## src/verilog/swc_pkg.sv

```systemverilog
// swc_pkg: shared constants and types for the stop recovery and port configuration block
package swc_pkg;

  // ==========================================================================
  // register map (byte addresses on the apb bus)
  localparam int          SWC_WORD_SHIFT     = 2;       // one aligned word per register index
  localparam logic [11:0] SWC_IDX_PORT_CFG   = 12'h000; // port_output_config index, write only
  localparam logic [11:0] SWC_IDX_STOP_CTL   = 12'h00b; // stop_wake_control index
  localparam logic [11:0] SWC_OFF_PORT_CFG   = SWC_IDX_PORT_CFG << SWC_WORD_SHIFT;
  localparam logic [11:0] SWC_OFF_STOP_CTL   = SWC_IDX_STOP_CTL << SWC_WORD_SHIFT;
  localparam logic [11:0] SWC_OFF_IRQ_STAT   = 12'h010;
  localparam logic [11:0] SWC_OFF_IRQ_MASK   = 12'h014;
  localparam logic [11:0] SWC_OFF_CORE_CMD   = 12'h018;
  localparam logic [11:0] SWC_OFF_STATE      = 12'h01c;

  // ==========================================================================
  // port_output_config fields
  localparam int SWC_PC_CMP_OUT  = 0;
  localparam int SWC_PC_P1_PP    = 1;
  localparam int SWC_PC_P0_PP    = 2;
  localparam logic [7:0] SWC_PC_RESET = 8'h00;

  // ==========================================================================
  // stop_wake_control fields
  localparam int SWC_SC_DIV16    = 0;
  localparam int SWC_SC_SRC_LO   = 2;
  localparam int SWC_SC_SRC_HI   = 4;
  localparam int SWC_SC_DELAY    = 5;
  localparam int SWC_SC_POL      = 6;
  localparam int SWC_SC_WARM     = 7;
  localparam logic [6:0] SWC_SC_RESET = 7'h20; // delay enabled, low level wake

  // wake source encodings
  localparam logic [2:0] SWC_SRC_NONE   = 3'h0;
  localparam logic [2:0] SWC_SRC_RSVD   = 3'h1;
  localparam logic [2:0] SWC_SRC_PORT3_BIT1 = 3'h2;
  localparam logic [2:0] SWC_SRC_PORT3_BIT2 = 3'h3;
  localparam logic [2:0] SWC_SRC_PORT3_BIT3 = 3'h4;
  localparam logic [2:0] SWC_SRC_PORT2_BIT7 = 3'h5;
  localparam logic [2:0] SWC_SRC_NOR4   = 3'h6;
  localparam logic [2:0] SWC_SRC_NOR8   = 3'h7;

  // core opcodes
  localparam logic [7:0] SWC_OP_NOP  = 8'hff;
  localparam logic [7:0] SWC_OP_STOP = 8'h6f;
  localparam logic [7:0] SWC_OP_HALT = 8'h7f;

  // ==========================================================================
  // timing: power-on delay and fast wake hold time
  localparam int SWC_CLK_NS        = 100;
  localparam int SWC_TPOR_US       = 100;
  localparam int SWC_TPOR_CYC      = (SWC_TPOR_US * 1000) / SWC_CLK_NS;
  localparam int SWC_FAST_HOLD_CYC = 5;
  localparam int SWC_SYNC_DEPTH    = 3;

  // interrupt bits
  localparam int SWC_IRQ_WAKE = 0;
  localparam int SWC_IRQ_STOP = 1;
  localparam int SWC_IRQ_HALT = 2;
  localparam int SWC_IRQ_W    = 3;

  typedef enum logic [1:0] {
    SWC_ST_RUN,
    SWC_ST_HALT,
    SWC_ST_STOP,
    SWC_ST_DELAY
  } swc_state_t;

endpackage

```

## src/verilog/swc_wake_if.sv

```systemverilog
// swc_wake_if: carries the wake selection to the wake detector and its result back
`timescale 1ns/1ns
`default_nettype none
interface swc_wake_if;
  logic [2:0] src;
  logic       pol;
  logic [7:0] p2_dir_in;
  logic       wake;
  modport ctl (output src, output pol, output p2_dir_in, input wake);
  modport det (input src, input pol, input p2_dir_in, output wake);
endinterface
`default_nettype wire
```

## src/verilog/swc_top.sv

```systemverilog
// swc_top: stop mode recovery control and port output configuration with apb access
//
// The APB slave port was decided locally.
`timescale 1ns/1ns
`default_nettype none
module swc_top
  import swc_pkg::*;
#(
  parameter int TPOR_CYC = SWC_TPOR_CYC
)
(
  input  wire logic        clk_sys,
  input  wire logic        rst,
  input  wire logic        ext_reset_n,
  input  wire logic [11:0] paddr,
  input  wire logic        psel,
  input  wire logic        penable,
  input  wire logic        pwrite,
  input  wire logic [31:0] pwdata,
  output logic      [31:0] prdata,
  output logic             pready,
  output logic             pslverr,
  input  wire logic [1:0]  cmp_out,
  input  wire logic [3:1]  port3_in,
  input  wire logic [7:0]  port2_in,
  input  wire logic [7:0]  port2_dir_in,
  output logic             port3_cmp_en,
  output logic             port3_bit4,
  output logic             port3_bit7,
  output logic             port1_push_pull,
  output logic             port0_push_pull,
  output logic             clk_div16,
  output logic             core_clk_run,
  output logic             core_reset,
  output logic             irq
);

  // ==========================================================================
  // apb decode
  logic        acc, wr;
  logic [11:0] a;
  assign acc = psel & penable;
  assign wr  = acc & pwrite;
  assign a   = paddr;

  function automatic logic hit(input logic [11:0] ad, input logic [11:0] off);
    hit = (ad == off);
  endfunction

  // ==========================================================================
  // register state
  logic [7:0]        pcfg_q, pcfg_d;
  logic [6:0]        sctl_q, sctl_d;
  logic              warm_q, warm_d;
  logic [SWC_IRQ_W-1:0] stat_q, stat_d, mask_q, mask_d;
  logic [7:0]        op_q, op_d, prev_op_q, prev_op_d;
  logic              op_ok_q, op_ok_d;
  swc_state_t        st_q, st_d;
  logic [31:0]       cnt_q, cnt_d;
  logic [31:0]       rdat_d;
  logic              rdy_d, err_d;
  logic [1:0]        cmp_q;
  logic [2:0]        ext_s_q;
  logic              ext_lvl_q, ext_lvl_d;
  logic [SWC_IRQ_W-1:0] ev;
  logic              p3_en_d, p1_d, p0_d, div_d, run_d, crst_d, irq_d;
  logic              bit4_d, bit7_d;

  swc_wake_if wif ();
  assign wif.src       = sctl_q[SWC_SC_SRC_HI:SWC_SC_SRC_LO];
  assign wif.pol       = sctl_q[SWC_SC_POL];
  assign wif.p2_dir_in = port2_dir_in;

  swc_wake_det u_det (
    .clk_sys  (clk_sys),
    .rst      (rst),
    .port3_in (port3_in),
    .port2_in (port2_in),
    .wif      (wif)
  );

  // ==========================================================================
  // external reset synchroniser, used as a core reset and as a halt wake, but never as a stop wake
  always_comb begin
    ext_lvl_d = ext_lvl_q;
    if (ext_s_q[1] == ext_s_q[2]) begin
      ext_lvl_d = ~ext_s_q[2];
    end
  end

  always_ff @(posedge clk_sys) begin
    if (rst) begin
      ext_s_q   <= 3'h7;
      ext_lvl_q <= 1'b0;
    end else begin
      ext_s_q   <= {ext_s_q[1:0], ext_reset_n};
      ext_lvl_q <= ext_lvl_d;
    end
  end

  // ==========================================================================
  // next state: registers, opcode watch, stop sequencer, interrupts
  always_comb begin
    pcfg_d    = pcfg_q;
    sctl_d    = sctl_q;
    warm_d    = warm_q;
    mask_d    = mask_q;
    op_d      = op_q;
    prev_op_d = prev_op_q;
    op_ok_d   = 1'b0;
    st_d      = st_q;
    cnt_d     = cnt_q;
    ev        = '0;
    if (wr && hit(a, SWC_OFF_PORT_CFG)) begin
      pcfg_d = pwdata[7:0];
    end
    if (wr && hit(a, SWC_OFF_STOP_CTL)) begin
      sctl_d = pwdata[6:0]; // top bit ignored on write
    end
    if (wr && hit(a, SWC_OFF_IRQ_MASK)) begin
      mask_d = pwdata[SWC_IRQ_W-1:0];
    end
    if (wr && hit(a, SWC_OFF_CORE_CMD)) begin
      prev_op_d = op_q;
      op_d      = pwdata[7:0];
      op_ok_d   = 1'b1;
    end
    if (ext_lvl_q && st_q != SWC_ST_STOP) begin
      warm_d = 1'b0; // external reset is a cold reset
    end
    case (st_q)
      SWC_ST_RUN: begin
        if (op_ok_q && prev_op_q == SWC_OP_NOP && op_q == SWC_OP_STOP) begin
          st_d = SWC_ST_STOP;
          ev[SWC_IRQ_STOP] = 1'b1;
        end else if (op_ok_q && prev_op_q == SWC_OP_NOP && op_q == SWC_OP_HALT) begin
          st_d = SWC_ST_HALT;
          ev[SWC_IRQ_HALT] = 1'b1;
        end
      end
      SWC_ST_HALT: begin
        if (ext_lvl_q || wif.wake) begin
          st_d = SWC_ST_RUN;
        end
      end
      SWC_ST_STOP: begin
        // external reset is ignored here
        if (wif.wake) begin
          warm_d = 1'b1;
          ev[SWC_IRQ_WAKE] = 1'b1;
          cnt_d = '0;
          st_d = sctl_q[SWC_SC_DELAY] ? SWC_ST_DELAY : SWC_ST_RUN;
        end
      end
      SWC_ST_DELAY: begin
        cnt_d = cnt_q + 32'h1;
        if (cnt_q >= 32'(TPOR_CYC - 1)) begin
          st_d = SWC_ST_RUN;
        end
      end
      default: st_d = SWC_ST_RUN;
    endcase
    // set wins over write-one-to-clear
    stat_d = stat_q;
    if (wr && hit(a, SWC_OFF_IRQ_STAT)) begin
      stat_d = stat_q & ~pwdata[SWC_IRQ_W-1:0];
    end
    stat_d = stat_d | ev;
  end

  // output and bus answer next values
  always_comb begin
    p3_en_d = pcfg_d[SWC_PC_CMP_OUT];
    bit4_d  = cmp_q[0];
    bit7_d  = cmp_q[1];
    p1_d    = pcfg_d[SWC_PC_P1_PP];
    p0_d    = pcfg_d[SWC_PC_P0_PP];
    div_d   = sctl_d[SWC_SC_DIV16];
    run_d   = (st_d == SWC_ST_RUN);
    crst_d  = (st_d == SWC_ST_DELAY) || ext_lvl_q;
    irq_d   = |(stat_d & mask_d);
    rdy_d   = psel & ~penable;
    err_d   = 1'b0;
    rdat_d  = '0;
    if (psel && !penable) begin
      if (hit(a, SWC_OFF_STOP_CTL)) begin
        rdat_d = {24'h0, warm_q, 7'h00};
      end else if (hit(a, SWC_OFF_IRQ_STAT)) begin
        rdat_d = {29'h0, stat_q};
      end else if (hit(a, SWC_OFF_IRQ_MASK)) begin
        rdat_d = {29'h0, mask_q};
      end else if (hit(a, SWC_OFF_STATE)) begin
        rdat_d = {30'h0, st_q};
      end else if (!hit(a, SWC_OFF_PORT_CFG) && !hit(a, SWC_OFF_CORE_CMD)) begin
        err_d = 1'b1;
      end
    end
  end

  always_ff @(posedge clk_sys) begin
    if (rst) begin
      pcfg_q          <= SWC_PC_RESET;
      sctl_q          <= SWC_SC_RESET;
      warm_q          <= 1'b0;
      stat_q          <= '0;
      mask_q          <= '0;
      op_q            <= 8'h00;
      prev_op_q       <= 8'h00;
      op_ok_q         <= 1'b0;
      st_q            <= SWC_ST_RUN;
      cnt_q           <= '0;
      cmp_q           <= 2'h0;
      prdata          <= '0;
      pready          <= 1'b0;
      pslverr         <= 1'b0;
      port3_cmp_en    <= 1'b0;
      port3_bit4      <= 1'b0;
      port3_bit7      <= 1'b0;
      port1_push_pull <= 1'b0;
      port0_push_pull <= 1'b0;
      clk_div16       <= 1'b0;
      core_clk_run    <= 1'b1;
      core_reset      <= 1'b0;
      irq             <= 1'b0;
    end else begin
      pcfg_q          <= pcfg_d;
      sctl_q          <= sctl_d;
      warm_q          <= warm_d;
      stat_q          <= stat_d;
      mask_q          <= mask_d;
      op_q            <= op_d;
      prev_op_q       <= prev_op_d;
      op_ok_q         <= op_ok_d;
      st_q            <= st_d;
      cnt_q           <= cnt_d;
      cmp_q           <= cmp_out;
      prdata          <= rdat_d;
      pready          <= rdy_d;
      pslverr         <= err_d;
      port3_cmp_en    <= p3_en_d;
      port3_bit4      <= bit4_d;
      port3_bit7      <= bit7_d;
      port1_push_pull <= p1_d;
      port0_push_pull <= p0_d;
      clk_div16       <= div_d;
      core_clk_run    <= run_d;
      core_reset      <= crst_d;
      irq             <= irq_d;
    end
  end

  // ==========================================================================
  // assertions
  property p_stop_ignores_ext;
    @(posedge clk_sys) disable iff (rst)
      (st_q == SWC_ST_STOP && !wif.wake) |=> (st_q == SWC_ST_STOP);
  endproperty
  a_stop_ignores_ext: assert property (p_stop_ignores_ext) else $error("left stop without wake");

  property p_wake_sets_warm;
    @(posedge clk_sys) disable iff (rst)
      (st_q == SWC_ST_STOP && wif.wake) |=> warm_q;
  endproperty
  a_wake_sets_warm: assert property (p_wake_sets_warm) else $error("warm flag not set");

  property p_fast_wake;
    @(posedge clk_sys) disable iff (rst)
      (st_q == SWC_ST_STOP && wif.wake && !sctl_q[SWC_SC_DELAY]) |=> st_q == SWC_ST_RUN ##1 core_clk_run;
  endproperty
  a_fast_wake: assert property (p_fast_wake) else $error("fast wake not immediate");

  property p_delay_wake;
    @(posedge clk_sys) disable iff (rst)
      (st_q == SWC_ST_STOP && wif.wake && sctl_q[SWC_SC_DELAY]) |=> st_q == SWC_ST_DELAY ##1 core_reset;
  endproperty
  a_delay_wake: assert property (p_delay_wake) else $error("delay not applied");

  property p_cmp_route;
    @(posedge clk_sys) disable iff (rst)
      (wr && hit(a, SWC_OFF_PORT_CFG)) |=> ##1 (port3_cmp_en == $past(pwdata[SWC_PC_CMP_OUT], 2));
  endproperty
  a_cmp_route: assert property (p_cmp_route) else $error("comparator routing wrong");

  property p_p1_mode;
    @(posedge clk_sys) disable iff (rst)
      (wr && hit(a, SWC_OFF_PORT_CFG)) |=> (port1_push_pull == $past(pwdata[SWC_PC_P1_PP]));
  endproperty
  a_p1_mode: assert property (p_p1_mode) else $error("port1 mode wrong");

  property p_p0_mode;
    @(posedge clk_sys) disable iff (rst)
      (wr && hit(a, SWC_OFF_PORT_CFG)) |=> (port0_push_pull == $past(pwdata[SWC_PC_P0_PP]));
  endproperty
  a_p0_mode: assert property (p_p0_mode) else $error("port0 mode wrong");

  property p_cfg_reads_zero;
    @(posedge clk_sys) disable iff (rst)
      (psel && !penable && !pwrite && hit(a, SWC_OFF_PORT_CFG)) |=> (prdata == 32'h0);
  endproperty
  a_cfg_reads_zero: assert property (p_cfg_reads_zero) else $error("config readable");

  property p_warm_read;
    @(posedge clk_sys) disable iff (rst)
      (psel && !penable && hit(a, SWC_OFF_STOP_CTL)) |=> (prdata[6:0] == 7'h0 && prdata[7] == $past(warm_q));
  endproperty
  a_warm_read: assert property (p_warm_read) else $error("stop control read wrong");

  property p_div16;
    @(posedge clk_sys) disable iff (rst)
      (wr && hit(a, SWC_OFF_STOP_CTL)) |=> (clk_div16 == $past(pwdata[SWC_SC_DIV16]));
  endproperty
  a_div16: assert property (p_div16) else $error("divide select wrong");

  property p_nop_stop;
    @(posedge clk_sys) disable iff (rst)
      (st_q == SWC_ST_RUN && op_ok_q && op_q == SWC_OP_STOP && prev_op_q != SWC_OP_NOP) |=> st_q != SWC_ST_STOP;
  endproperty
  a_nop_stop: assert property (p_nop_stop) else $error("stop without nop");

  c_enter_stop: cover property (@(posedge clk_sys) st_q == SWC_ST_RUN ##1 st_q == SWC_ST_STOP);
  c_delay_done: cover property (@(posedge clk_sys) st_q == SWC_ST_DELAY ##1 st_q == SWC_ST_RUN);
  c_halt:       cover property (@(posedge clk_sys) st_q == SWC_ST_HALT);
  c_irq:        cover property (@(posedge clk_sys) irq);

endmodule
`default_nettype wire

```

## src/verilog/swc_wake_det.sv

```systemverilog
// swc_wake_det: synchronises wake pins and picks the qualified wake level
`timescale 1ns/1ns
`default_nettype none
module swc_wake_det
  import swc_pkg::*;
(
  input  wire logic  clk_sys,
  input  wire logic  rst,
  input  wire logic  [3:1] port3_in,
  input  wire logic  [7:0] port2_in,
  swc_wake_if.det    wif
);

  // ==========================================================================
  // three stage synchronisers; a change counts when stages two and three agree
  logic [10:0] raw;
  logic [10:0] s1_q, s2_q, s3_q, f_q;
  logic [10:0] s1_d, s2_d, s3_d, f_d;
  assign raw = {port3_in, port2_in};

  always_comb begin
    s1_d = raw;
    s2_d = s1_q;
    s3_d = s2_q;
    f_d  = f_q;
    for (int i = 0; i < 11; i++) begin
      if (s2_q[i] == s3_q[i]) begin
        f_d[i] = s3_q[i];
      end
    end
  end

  always_ff @(posedge clk_sys) begin
    if (rst) begin
      s1_q <= 11'h7ff;
      s2_q <= 11'h7ff;
      s3_q <= 11'h7ff;
      f_q  <= 11'h7ff;
    end else begin
      s1_q <= s1_d;
      s2_q <= s2_d;
      s3_q <= s3_d;
      f_q  <= f_d;
    end
  end

  // ==========================================================================
  // source selection; outputs on port 2 feed an inactive zero into the nor
  logic [7:0] p2_eff;
  logic       sel;
  logic       wake_d, wake_q;

  always_comb begin
    p2_eff = f_q[7:0] & wif.p2_dir_in;
    case (wif.src)
      SWC_SRC_PORT3_BIT1: sel = f_q[8];
      SWC_SRC_PORT3_BIT2: sel = f_q[9];
      SWC_SRC_PORT3_BIT3: sel = f_q[10];
      SWC_SRC_PORT2_BIT7: sel = f_q[7];
      SWC_SRC_NOR4: sel = ~|p2_eff[3:0];
      SWC_SRC_NOR8: sel = ~|p2_eff;
      default:      sel = ~wif.pol; // no pin source: never active
    endcase
    wake_d = ~(sel ^ wif.pol);
  end

  always_ff @(posedge clk_sys) begin
    if (rst) begin
      wake_q <= 1'b0;
    end else begin
      wake_q <= wake_d;
    end
  end

  assign wif.wake = wake_q;

  // ==========================================================================
  // assertions
  property p_src_none_quiet;
    @(posedge clk_sys) disable iff (rst)
      (wif.src == SWC_SRC_NONE) |=> !wake_q;
  endproperty
  a_src_none_quiet: assert property (p_src_none_quiet) else $error("wake with no source");

endmodule
`default_nettype wire

```

## config.mk

```make
export PLATFORM = sky130hd
export DESIGN_NAME = swc_top
export DESIGN_NICKNAME = d
export VERILOG_FILES = /design/src/verilog/swc_pkg.sv /design/src/verilog/swc_wake_if.sv /design/src/verilog/swc_top.sv /design/src/verilog/swc_wake_det.sv
export SDC_FILE = /design/constraint.sdc
export NUM_CORES = 1
export LEC_CHECK = 0
export ABC_AREA = 1
export BUFFER_PORTS_ARGS = -buffer_cell sky130_fd_sc_hd__clkbuf_2
export CORE_MARGIN = 4
export CORE_UTILIZATION = 24
export DETAILED_ROUTE_END_ITERATION = 8
export GPL_TIMING_DRIVEN = 0
export PLACE_DENSITY = 0.53
export SLEW_MARGIN = 40
export SYNTH_ARGS = -nofsm -noshare
export SYNTH_HDL_FRONTEND = slang
export SYNTH_SLANG_ARGS = --single-unit
export TNS_END_PERCENT = 1
```

## constraint.sdc

```tcl
create_clock -name clk_sys -period 1.6 [get_ports clk_sys]
set_input_delay 0.32 -clock clk_sys [delete_from_list [all_inputs] [get_ports clk_sys]]
set_output_delay 0.32 -clock clk_sys [all_outputs]
set_load 0.02 [all_outputs]
```

==> flow_summary.ini, run 1 <==
[worst_hold_path]
min_from = port2_in[2]
hold_class = in2reg
hold_end = u_det.s1_q[2]
holdPathStages = 2

[finish]
drive_gt1_frac = 0.242
final_cell_mix = 154 x nand2_1, 122 x dfxtp_1, 100 x nor2_1, 71 x inv_1, 63 x clkbuf_2
syn_to_final_growth_pct = 24.7
diodes = 0
regArea_um2 = 2590
final_core_util = 0.306
stdcell_count = 1220
final_common_cell = nand2_1
multiInputGateArea_um2 = 2780
fillers = 2556
num-nets-final = 962

[synthesis]
yosys_warnings = 0
synthCells = 781
ys_types = 39
synth-seq-area-share = 0.445
syn-cell-area_um2 = 5800
ys_ff_latch = 129
synth_area_leader_cell = dfxtp_1
syn_area_per_cell_um2 = 7.43
synth.top_cell.area_share = 0.445
synthTopCellsByArea = dfxtp_1 45%, nand2_1 10%, nor2_1 6.9%

[run_status]
outcome = complete, no violations

[routing]
viasPerCell = 4.26
vias = 5194
routedWlPerCell_um = 12.4
drt-initial-drc-count = 411
drt_pass1_iterations = 5
drtAntennaViolNets = 0
routed_wl_um = 15100
drc_errors = 0

[sta]
setup_viol = 0
fin_setup_tns_ns = 0
worst_slew_pin_slew_ns = 0.766
rsz0062_at_grt = true
fmax_mhz = 647
fin_skew_ns = 0.00617
finalCritPeriodShare = 0.966
fin_crit_ns = 1.55
fin_hold_ws_ns = 0.0862
hold_violations = 0
maxSlewHeadroom = 0.489
slew_viol_final = 0

[placed_design]
portBuffers = 61
hpwl_um = 11100
dp_cells = 1188
gp_congestion = 0.883

[critical_path]
required_ns = 1.95
reg2reg_from = st_q[0]
cp_slowest_cell = dfxtp_2
worstSetupStartpointType = flop
crit_path_end_kind = flop
rrSetupSlack_ns = 0.05
crit-reg2reg-capture = cnt_q[29]
path_class = reg2reg
critPathTopFamily = simple AND/OR/NAND/NOR gates
crit_top_cell = nand2_1
crit_path_max_fanout = 8
worst-path-buf-inv = 1
critical_path_arrival_ns = 1.90
slowest_delay_ns = 0.40
crit_chain = nand2_1 -> inv_4 -> nand4_4 -> nor2_4 -> nand3_1 -> nand2_1 -> nand2_1 -> nor2_1
rr_worst_depth = 8

[clocking]
path_clk_slew_ns = 0.06
clock_sinks = 129
cts_tree = built
cts_buffers = 17
clock_path_buffers = 2
h-tree-depth = 4
hold_buffers = 0
cts_root_buffer = clkbuf_16
insertion_delay_ns = 0.41

[power_and_ir_drop]
leakage_nw = 2.85
ir_worst_vdd_mv = 0.659
pwr_density_cell_nw_per_um2 = 994

[die]
start_util = 0.246
io_pins = 114
die_y_um = 163
dieArea_um2 = 26700
die_x_um = 163
core_area_um2 = 23600
num_rows = 56

[global_route]
grt_max_degree = 17
track_usage = 0.116
antenna_found_initial = 0
grt_pass1_wl_um = 24500
grt_pass1_vias = 4858
grt.overflow.total = 0

[flow_run]
max-cap-violations = 0
[layer usage]
layer,share of wire,track usage,wire (um),vias up
met5,0,0,0,-
met4,0.015,0.0469,229,0
met3,0.054,0.0326,819,18
met2,0.46,0.177,6880,116
met1,0.47,0.154,7170,2345
li1,-,-,-,2715
[logic make-up after synthesis]
family,synth area share
AND/OR/NAND/NOR,0.325
flip-flops,0.445
buffers and inverters,0.102
AO/OA/AOI/OAI,0.121
XOR/XNOR,0.00302
adder cells (fa/ha/maj),0.00216
other,0.000646
[power by group]
group / switching [mW] / internal, mW
clock network: 1.40 / 2.15
registers: 0.0145 / 3.26
logic: 0.228 / 0.141
[synth_stat cells]
library cell,instances
xnor2_1,1
nand4_2,1
nor3_2,2
dfxtp_1,129
nand3b_1,1
clkinv_1,1
ha_1,1
o311a_1,1
inv_1,71
inv_2,5
nor3_1,14
nand3_2,2
buf_2,4
a211oi_1,9
buf_6,2
conb_1,1
nor3_4,1
or2_2,36
a21oi_1,48
o21ai_1,1
o22ai_1,2
nand2_2,6
buf_1,3
clkbuf_1,11
buf_4,28
nand3_1,50
nand4_4,1
nor3b_1,1
a31oi_1,4
a22oi_1,3
xor2_1,1
a211oi_2,10
nor2_1,106
nor2_4,4
nand4_1,20
nor2_8,1
nor2_2,4
nand2_1,156
o21ai_0,39
[cell type report]
cell class | count | area share
Inverter | 77 | 0.0406
Tap cell | 319 | 0.0552
Timing Repair Buffer | 63 | 0.0443
Clock buffer | 20 | 0.0617
Multi-Input combinational cell | 554 | 0.384
Buffer | 48 | 0.0438
Sequential cell | 129 | 0.358
Clock inverter | 10 | 0.0123
[timing repair]
item                                    in CTS  in global routing
endpoints found under the hold margin        0                  0
pin swaps                                    1                  2
buffers inserted                             0                  2
gates resized for setup                     12                 19
endpoints found under the setup margin      26                 35
[worst max-delay path by stage]
stage	start	endpoint	cells past startpoint
after floorplan	cnt_q[0]	cnt_q[24]	8
after detailed placement	rst	irq	6
final	st_q[0]	cnt_q[29]	8
after global placement	rst	irq	6
after CTS	st_q[1]	cnt_q[29]	8
after global routing	st_q[1]	cnt_q[25]	7
[worst reg2reg max path, delay by kind of cell (launching register included)]
| family | cells | cell delay, ns |
|---|---|---|
| buf+inv | 1 | 0.17 |
| flops | 1 | 0.40 |
| simple gates | 7 | 0.91 |
[flip-flops by register name (all words and copies together), names as in the netlist, 2 cells and up]
signal,cells
op_q,8
pcfg_q,2
prdata,4
ext_s_q,3
cnt_q,32
stat_q,3
cmp_q,2
u_det.s1_q,11
u_det.f_q,11
sctl_q,6
u_det.s2_q,11
prev_op_q,8
u_det.s3_q,11
st_q,2
mask_q,3
[per-stage QoR]
stage / instance area [um2] / worst slack [ns] / total power [mW]
after floorplan: 5900 / 0.196 / 3.58
after global placement: 6610 / -0.386 / 3.71
after detailed placement: 6610 / -0.404 / 3.71
after CTS: 7180 / -0.0244 / 7.27
after global routing: 7230 / -0.0825 / 7.46
final: 7230 / 0.0544 / 7.19
No activity file was read; power rests on OpenSTA's default activity.
==> run 2: changes to the inputs <==
--- a/config.mk
+++ b/config.mk
@@ -8,12 +8,13 @@
 export ABC_AREA = 1
 export BUFFER_PORTS_ARGS = -buffer_cell sky130_fd_sc_hd__clkbuf_2
 export CORE_MARGIN = 4
-export CORE_UTILIZATION = 24
+export CORE_UTILIZATION = 45
 export DETAILED_ROUTE_END_ITERATION = 8
 export GPL_TIMING_DRIVEN = 0
-export PLACE_DENSITY = 0.53
+export PLACE_DENSITY = 0.79
 export SLEW_MARGIN = 40
 export SYNTH_ARGS = -nofsm -noshare
 export SYNTH_HDL_FRONTEND = slang
+export SYNTH_HIERARCHICAL = 1
 export SYNTH_SLANG_ARGS = --single-unit
 export TNS_END_PERCENT = 1
==> run 2 against run 1 <==
Effect of this change: design area decreased by 0.86%; setup slack got worse by 0.0066 ns; core utilization increased by 26 points; synthesized area up 1.2%; register-to-register slack barely moved.
==> flow_summary.ini, run 2 <==
[sta]
setup_viol = 0
fin_hold_ws_ns = 0.0728
slew_viol_final = 0
maxSlewHeadroom = 0.559
fin_skew_ns = 0.00721
hold_violations = 0
worst_slew_pin_slew_ns = 0.661
finalCritPeriodShare = 0.970
fmax_mhz = 644
fin_crit_ns = 1.55

[clocking]
cts_buffers = 17
insertion_delay_ns = 0.42
h-tree-depth = 4
cts_tree = built
clock_sinks = 129
cts_root_buffer = clkbuf_16
path_clk_slew_ns = 0.06
clock_path_buffers = 2

[synthesis]
synth_edf_count = 0
synth_top_flop_cell = dfxtp_1
synth_area_leader_cell = dfxtp_1
syn_area_per_cell_um2 = 7.35
ys_ff_latch = 129
async_flop_share = 0
syn-cell-area_um2 = 5870
ys_types = 40
synth.top_cell.area_share = 0.440
synth-seq-area-share = 0.440
synthCells = 799
synth_most_common_cell = nand2_1
yosys_warnings = 6
synthTopCellsByArea = dfxtp_1 44%, nand2_1 10%, nor2_1 6.8%
synth_commonest_cells = 163 x nand2_1, 129 x dfxtp_1, 106 x nor2_1, 73 x inv_1, 45 x a21oi_1

[finish]
final_core_util = 0.564
final_area_um2 = 7170
final_common_cell = nand2_1
num-nets-final = 980
syn_to_final_growth_pct = 22.1
diodes = 0
final_cell_mix = 162 x nand2_1, 124 x dfxtp_1, 98 x nor2_1, 72 x inv_1, 64 x clkbuf_2
drive_gt1_frac = 0.248
largest_reg_flops = 32
top_register = cnt_q

[critical_path]
crit_path_max_fanout = 5
crit_path_end_kind = flop
path_class = reg2reg
worstSetupStartpointType = flop
critical_path_arrival_ns = 1.86
required_ns = 1.91

[global_route]
antenna_found_initial = 0
grt_pass1_vias = 4794
grt.overflow.total = 0
track_usage = 0.185
grt_pass1_wl_um = 21900
grt_max_degree = 17

[worst_hold_path]
hold_class = in2reg

[power_and_ir_drop]
ir_worst_vdd_mv = 0.795
swShare = 0.228
p_int_mw = 5.61
leakage_nw = 3.06
seqPwrFrac = 0.450
p_switching_mw = 1.66
pwr_density_cell_nw_per_um2 = 1010
pwr-share-comb = 0.049
power_frac_clock = 0.501

[routing]
routed_wl_um = 13500
viasPerCell = 4.82
drtAntennaViolNets = 0
routedWlPerCell_um = 12.3
vias = 5267
drt-initial-drc-count = 475
drt_pass1_iterations = 5
drc_errors = 0

[placed_design]
gp_congestion = 0.959
hpwl_um = 9700
portBuffers = 60
place_area_um2 = 6490

[die]
start_util = 0.462
io_pins = 114
die_y_um = 122
core_area_um2 = 12700
num_rows = 41
die_x_um = 122
dieArea_um2 = 14900

[run_status]
outcome = complete, no violations

[flow_run]
max-cap-violations = 0
run 2: cell count changes in the layout (fill, tap and decap cells not counted), sizes merged, moves of 5 or more:
cell / change
buf: +6
a211oi: -13
nand2: +6
nor3: +7
inv: +5
a31oi: +11
nor2: +8
run 2: area by class of cell:
class,count,area [um2]
Multi-Input combinational cell,565,2830
Tap cell,172,215
Sequential cell,129,2590
Clock buffer,20,457
Buffer,50,335
Timing Repair Buffer,63,323
Clock inverter,11,108
Fill cell,1215,5550
Inverter,82,309
run 2: worst paths after layout:
check,startpoint,endpoint,slack (ns),cells after the start
hold / removal,port3_in[2],u_det/s1_q[9],0.07,2
setup / recovery,cnt_q[0],cnt_q[20],0.05,7
setup reg to reg,cnt_q[0],cnt_q[20],0.05,7
hold reg to reg,u_det/s1_q[7],u_det/s2_q[7],0.40,1
run 2: through the flow:
stage                     TNS (ns)  worst slack (ns)  total power, mW  instances
after floorplan                  0             0.184             3.58        826
after CTS                        0            0.0135             7.34       1089
after global routing       -0.0965           -0.0618             7.53       1092
final                            0            0.0478             7.28       1092
after detailed placement    -0.379           -0.0462             3.70       1058
after global placement      -0.431           -0.0553             3.69       1058
run 2: metal layers:
layer | routed length, um | up-vias | GRT usage | part of all wire
met2 | 6220 | 140 | 0.289 | 0.46
met5 | 0 | - | 0 | 0
li1 | - | 2757 | - | -
met1 | 6210 | 2353 | 0.242 | 0.46
met4 | 182 | 0 | 0.0707 | 0.014
met3 | 839 | 17 | 0.0535 | 0.062
run 2: logic make-up after synthesis:
kind of cell,Yosys count,synth area share
AND/OR/NAND/NOR,423,0.340
buffers and inverters,132,0.109
flip-flops,129,0.440
AO/OA/AOI/OAI,113,0.108
adder cells (fa/ha/maj),1,0.00213
other,1,0.000639
run 2: critical path: stages (launching register included):
cell and delay (ns):
dfxtp_4 0.37, ha_2 0.20, nand2_4 0.08, nor2_4 0.21
nand4_4 0.17, nor3_4 0.19, nand3_1 0.08, and3_1 0.14
run 2: timing repair:
item                                    CTS  global route
gates resized for setup                   3            29
endpoints found under the setup margin    3            30
hold buffers                              0             0
buffers inserted                          0             3
pin swaps                                 0             3
endpoints found under the hold margin     0             0
gates cloned                              0             0
run 2: power groups by stage:
stage	logic, mW	clock network [mW]	registers [mW]
final	0.358	3.65	3.27
after global placement	0.351	0	3.34
after CTS	0.357	3.71	3.27
after global routing	0.395	3.87	3.27
after floorplan	0.242	0	3.34
after detailed placement	0.356	0	3.34
==> run 3: changes to the inputs <==
==> constraint.sdc (replaced) <==
create_clock -name clk_sys -period 1.9 [get_ports clk_sys]
set_input_delay 0.38 -clock clk_sys [delete_from_list [all_inputs] [get_ports clk_sys]]
set_output_delay 0.38 -clock clk_sys [all_outputs]
set_load 0.02 [all_outputs]
==> run 3 against run 2 <==
Effect of this change: design area down 1.7%; power down 16%; clock skew down 0.00087 ns; largest cell class unchanged; core utilization down 0.93 points; flip-flop and latch count unchanged; highest routed layer unchanged; critical path depth up 1; sequential share of layout area up 0.48 points; first-iteration DRC count up 4.0%.
==> flow_summary.ini, run 3 (synthesis results as in run 2) <==
[critical_path]
reg2reg_from = cnt_q[0]
crit_path_end_kind = flop
critical_path_arrival_ns = 1.96
required_ns = 2.21
crit_path_max_fanout = 5
worstSetupStartpointType = flop
path_class = reg2reg
rr_worst_depth = 8
rrSetupSlack_ns = 0.26
crit-reg2reg-capture = cnt_q[26]

[worst_hold_path]
hold_end = u_det/s1_q[9]
hold_class = in2reg
holdPathStages = 2
min_from = port3_in[2]

[die]
core_area_um2 = 12700
io_pins = 114
die_x_um = 122
start_util = 0.462
die_y_um = 122
num_rows = 41
dieArea_um2 = 14900

[sta]
setup_viol = 0
maxSlewHeadroom = 0.559
rsz0062_at_grt = false
fin_setup_tns_ns = 0
finalCritPeriodShare = 0.866
fin_crit_ns = 1.64
hold_violations = 0
fin_skew_ns = 0.00634
fmax_mhz = 608
slew_viol_final = 0
worst_slew_pin_slew_ns = 0.661

[routing]
viasPerCell = 4.85
drc_errors = 0
drt_pass1_iterations = 7
routedWlPerCell_um = 12.2
drtAntennaViolNets = 0
drt-initial-drc-count = 494
vias = 5280
routed_wl_um = 13300

[clocking]
cts_tree = built
cts_setup_buffers = 0
h-tree-depth = 4
clock_path_buffers = 2
insertion_delay_ns = 0.42
cts_resized = 0
cts_buffers = 17
hold_buffers = 0
cts_root_buffer = clkbuf_16
clock_sinks = 129
path_clk_slew_ns = 0.06

[global_route]
grt_max_degree = 17
grt_pass1_vias = 4804
track_usage = 0.185
grt.overflow.total = 0
grt_pass1_wl_um = 21900
antenna_found_initial = 0

[power_and_ir_drop]
ir_worst_vdd_mv = 0.669
leakage_nw = 3.01
pwr_density_cell_nw_per_um2 = 869

[finish]
diodes = 0
final_cell_mix = 163 x nand2_1, 129 x dfxtp_1, 106 x nor2_1, 73 x inv_1, 63 x clkbuf_2
top_register = cnt_q
largest_reg_flops = 32
final_core_util = 0.554
fillers = 1241
syn_to_final_growth_pct = 20.1
drive_gt1_frac = 0.222
num-nets-final = 977
final_common_cell = nand2_1

[placed_design]
hpwl_um = 9700
portBuffers = 60
gp_congestion = 0.959

[flow_run]
max-cap-violations = 0

[run_status]
outcome = complete, no violations
-- run 3: changes by cell type in the layout (fill, tap and decap cells not counted), moves of 2 or more --
cell / delta
nor2_1: +8
nand3_1: +2
nor2_2: -4
buf_4: -3
nor2_4: -4
dfxtp_2: -4
dfxtp_1: +5
nand3_2: -2
-- run 3: stage by stage --
step	hold slack [ns]	setup slack (ns)	instances	instance area [um2]	total power, mW
6_report	0.135	0.256	1089	7050	6.13
5_1_grt	0.130	0.0939	1089	7050	6.35
3_3_place_gp	0.385	0.185	1058	6490	3.11
2_1_floorplan	0.383	0.484	826	5970	3.02
4_1_cts	0.119	0.254	1089	7050	6.18
3_5_place_dp	0.392	0.194	1058	6490	3.11
-- run 3: where the power goes --
part	leakage (nW)	total, mW	switching (mW)	internal [mW]
logic	1.70	0.301	0.179	0.121
clock network	0.261	3.07	1.20	1.87
registers	1.05	2.76	0.0129	2.74
-- run 3: final cells by class --
type                       instances  area (um2)  area share
inverter                          82         309      0.0438
sequential                       129        2580       0.366
timing repair buffer              60         300      0.0426
multi-input combinational        565        2750       0.390
clock buffer                      20         457      0.0648
tap                              172         215      0.0305
clock inverter                    11         108      0.0153
buffer                            50         332      0.0470
-- run 3: routing by layer --
| metal | vias to the layer above | share of wire | track usage |
|---|---|---|---|
| met2 | 163 | 0.46 | 0.289 |
| met3 | 21 | 0.075 | 0.0539 |
| met1 | 2341 | 0.45 | 0.241 |
| li1 | 2755 | - | - |
| met4 | 0 | 0.017 | 0.0714 |
| met5 | - | 0 | 0 |
-- run 3: critical path, stage by stage, from the launching register on --
cell and delay (ns):
dfxtp_1 0.40, ha_1 0.20, nand2_2 0.10, nor2_2 0.20
nand2_1 0.14, nor2_4 0.16, nand3b_1 0.11, o21ai_0 0.17
nor2_1 0.05
-- run 3: how the worst max path moves through the flow --
stage,from,to,slack (ns),cells past startpoint
floorplan,cnt_q[0],cnt_q[20],0.48,7
global placement,rst,warm_q,0.18,5
detailed placement,rst,sctl_q[6],0.19,4
CTS,cnt_q[0],cnt_q[26],0.25,8
global route,cnt_q[0],cnt_q[20],0.09,7
finish,cnt_q[0],cnt_q[26],0.26,8
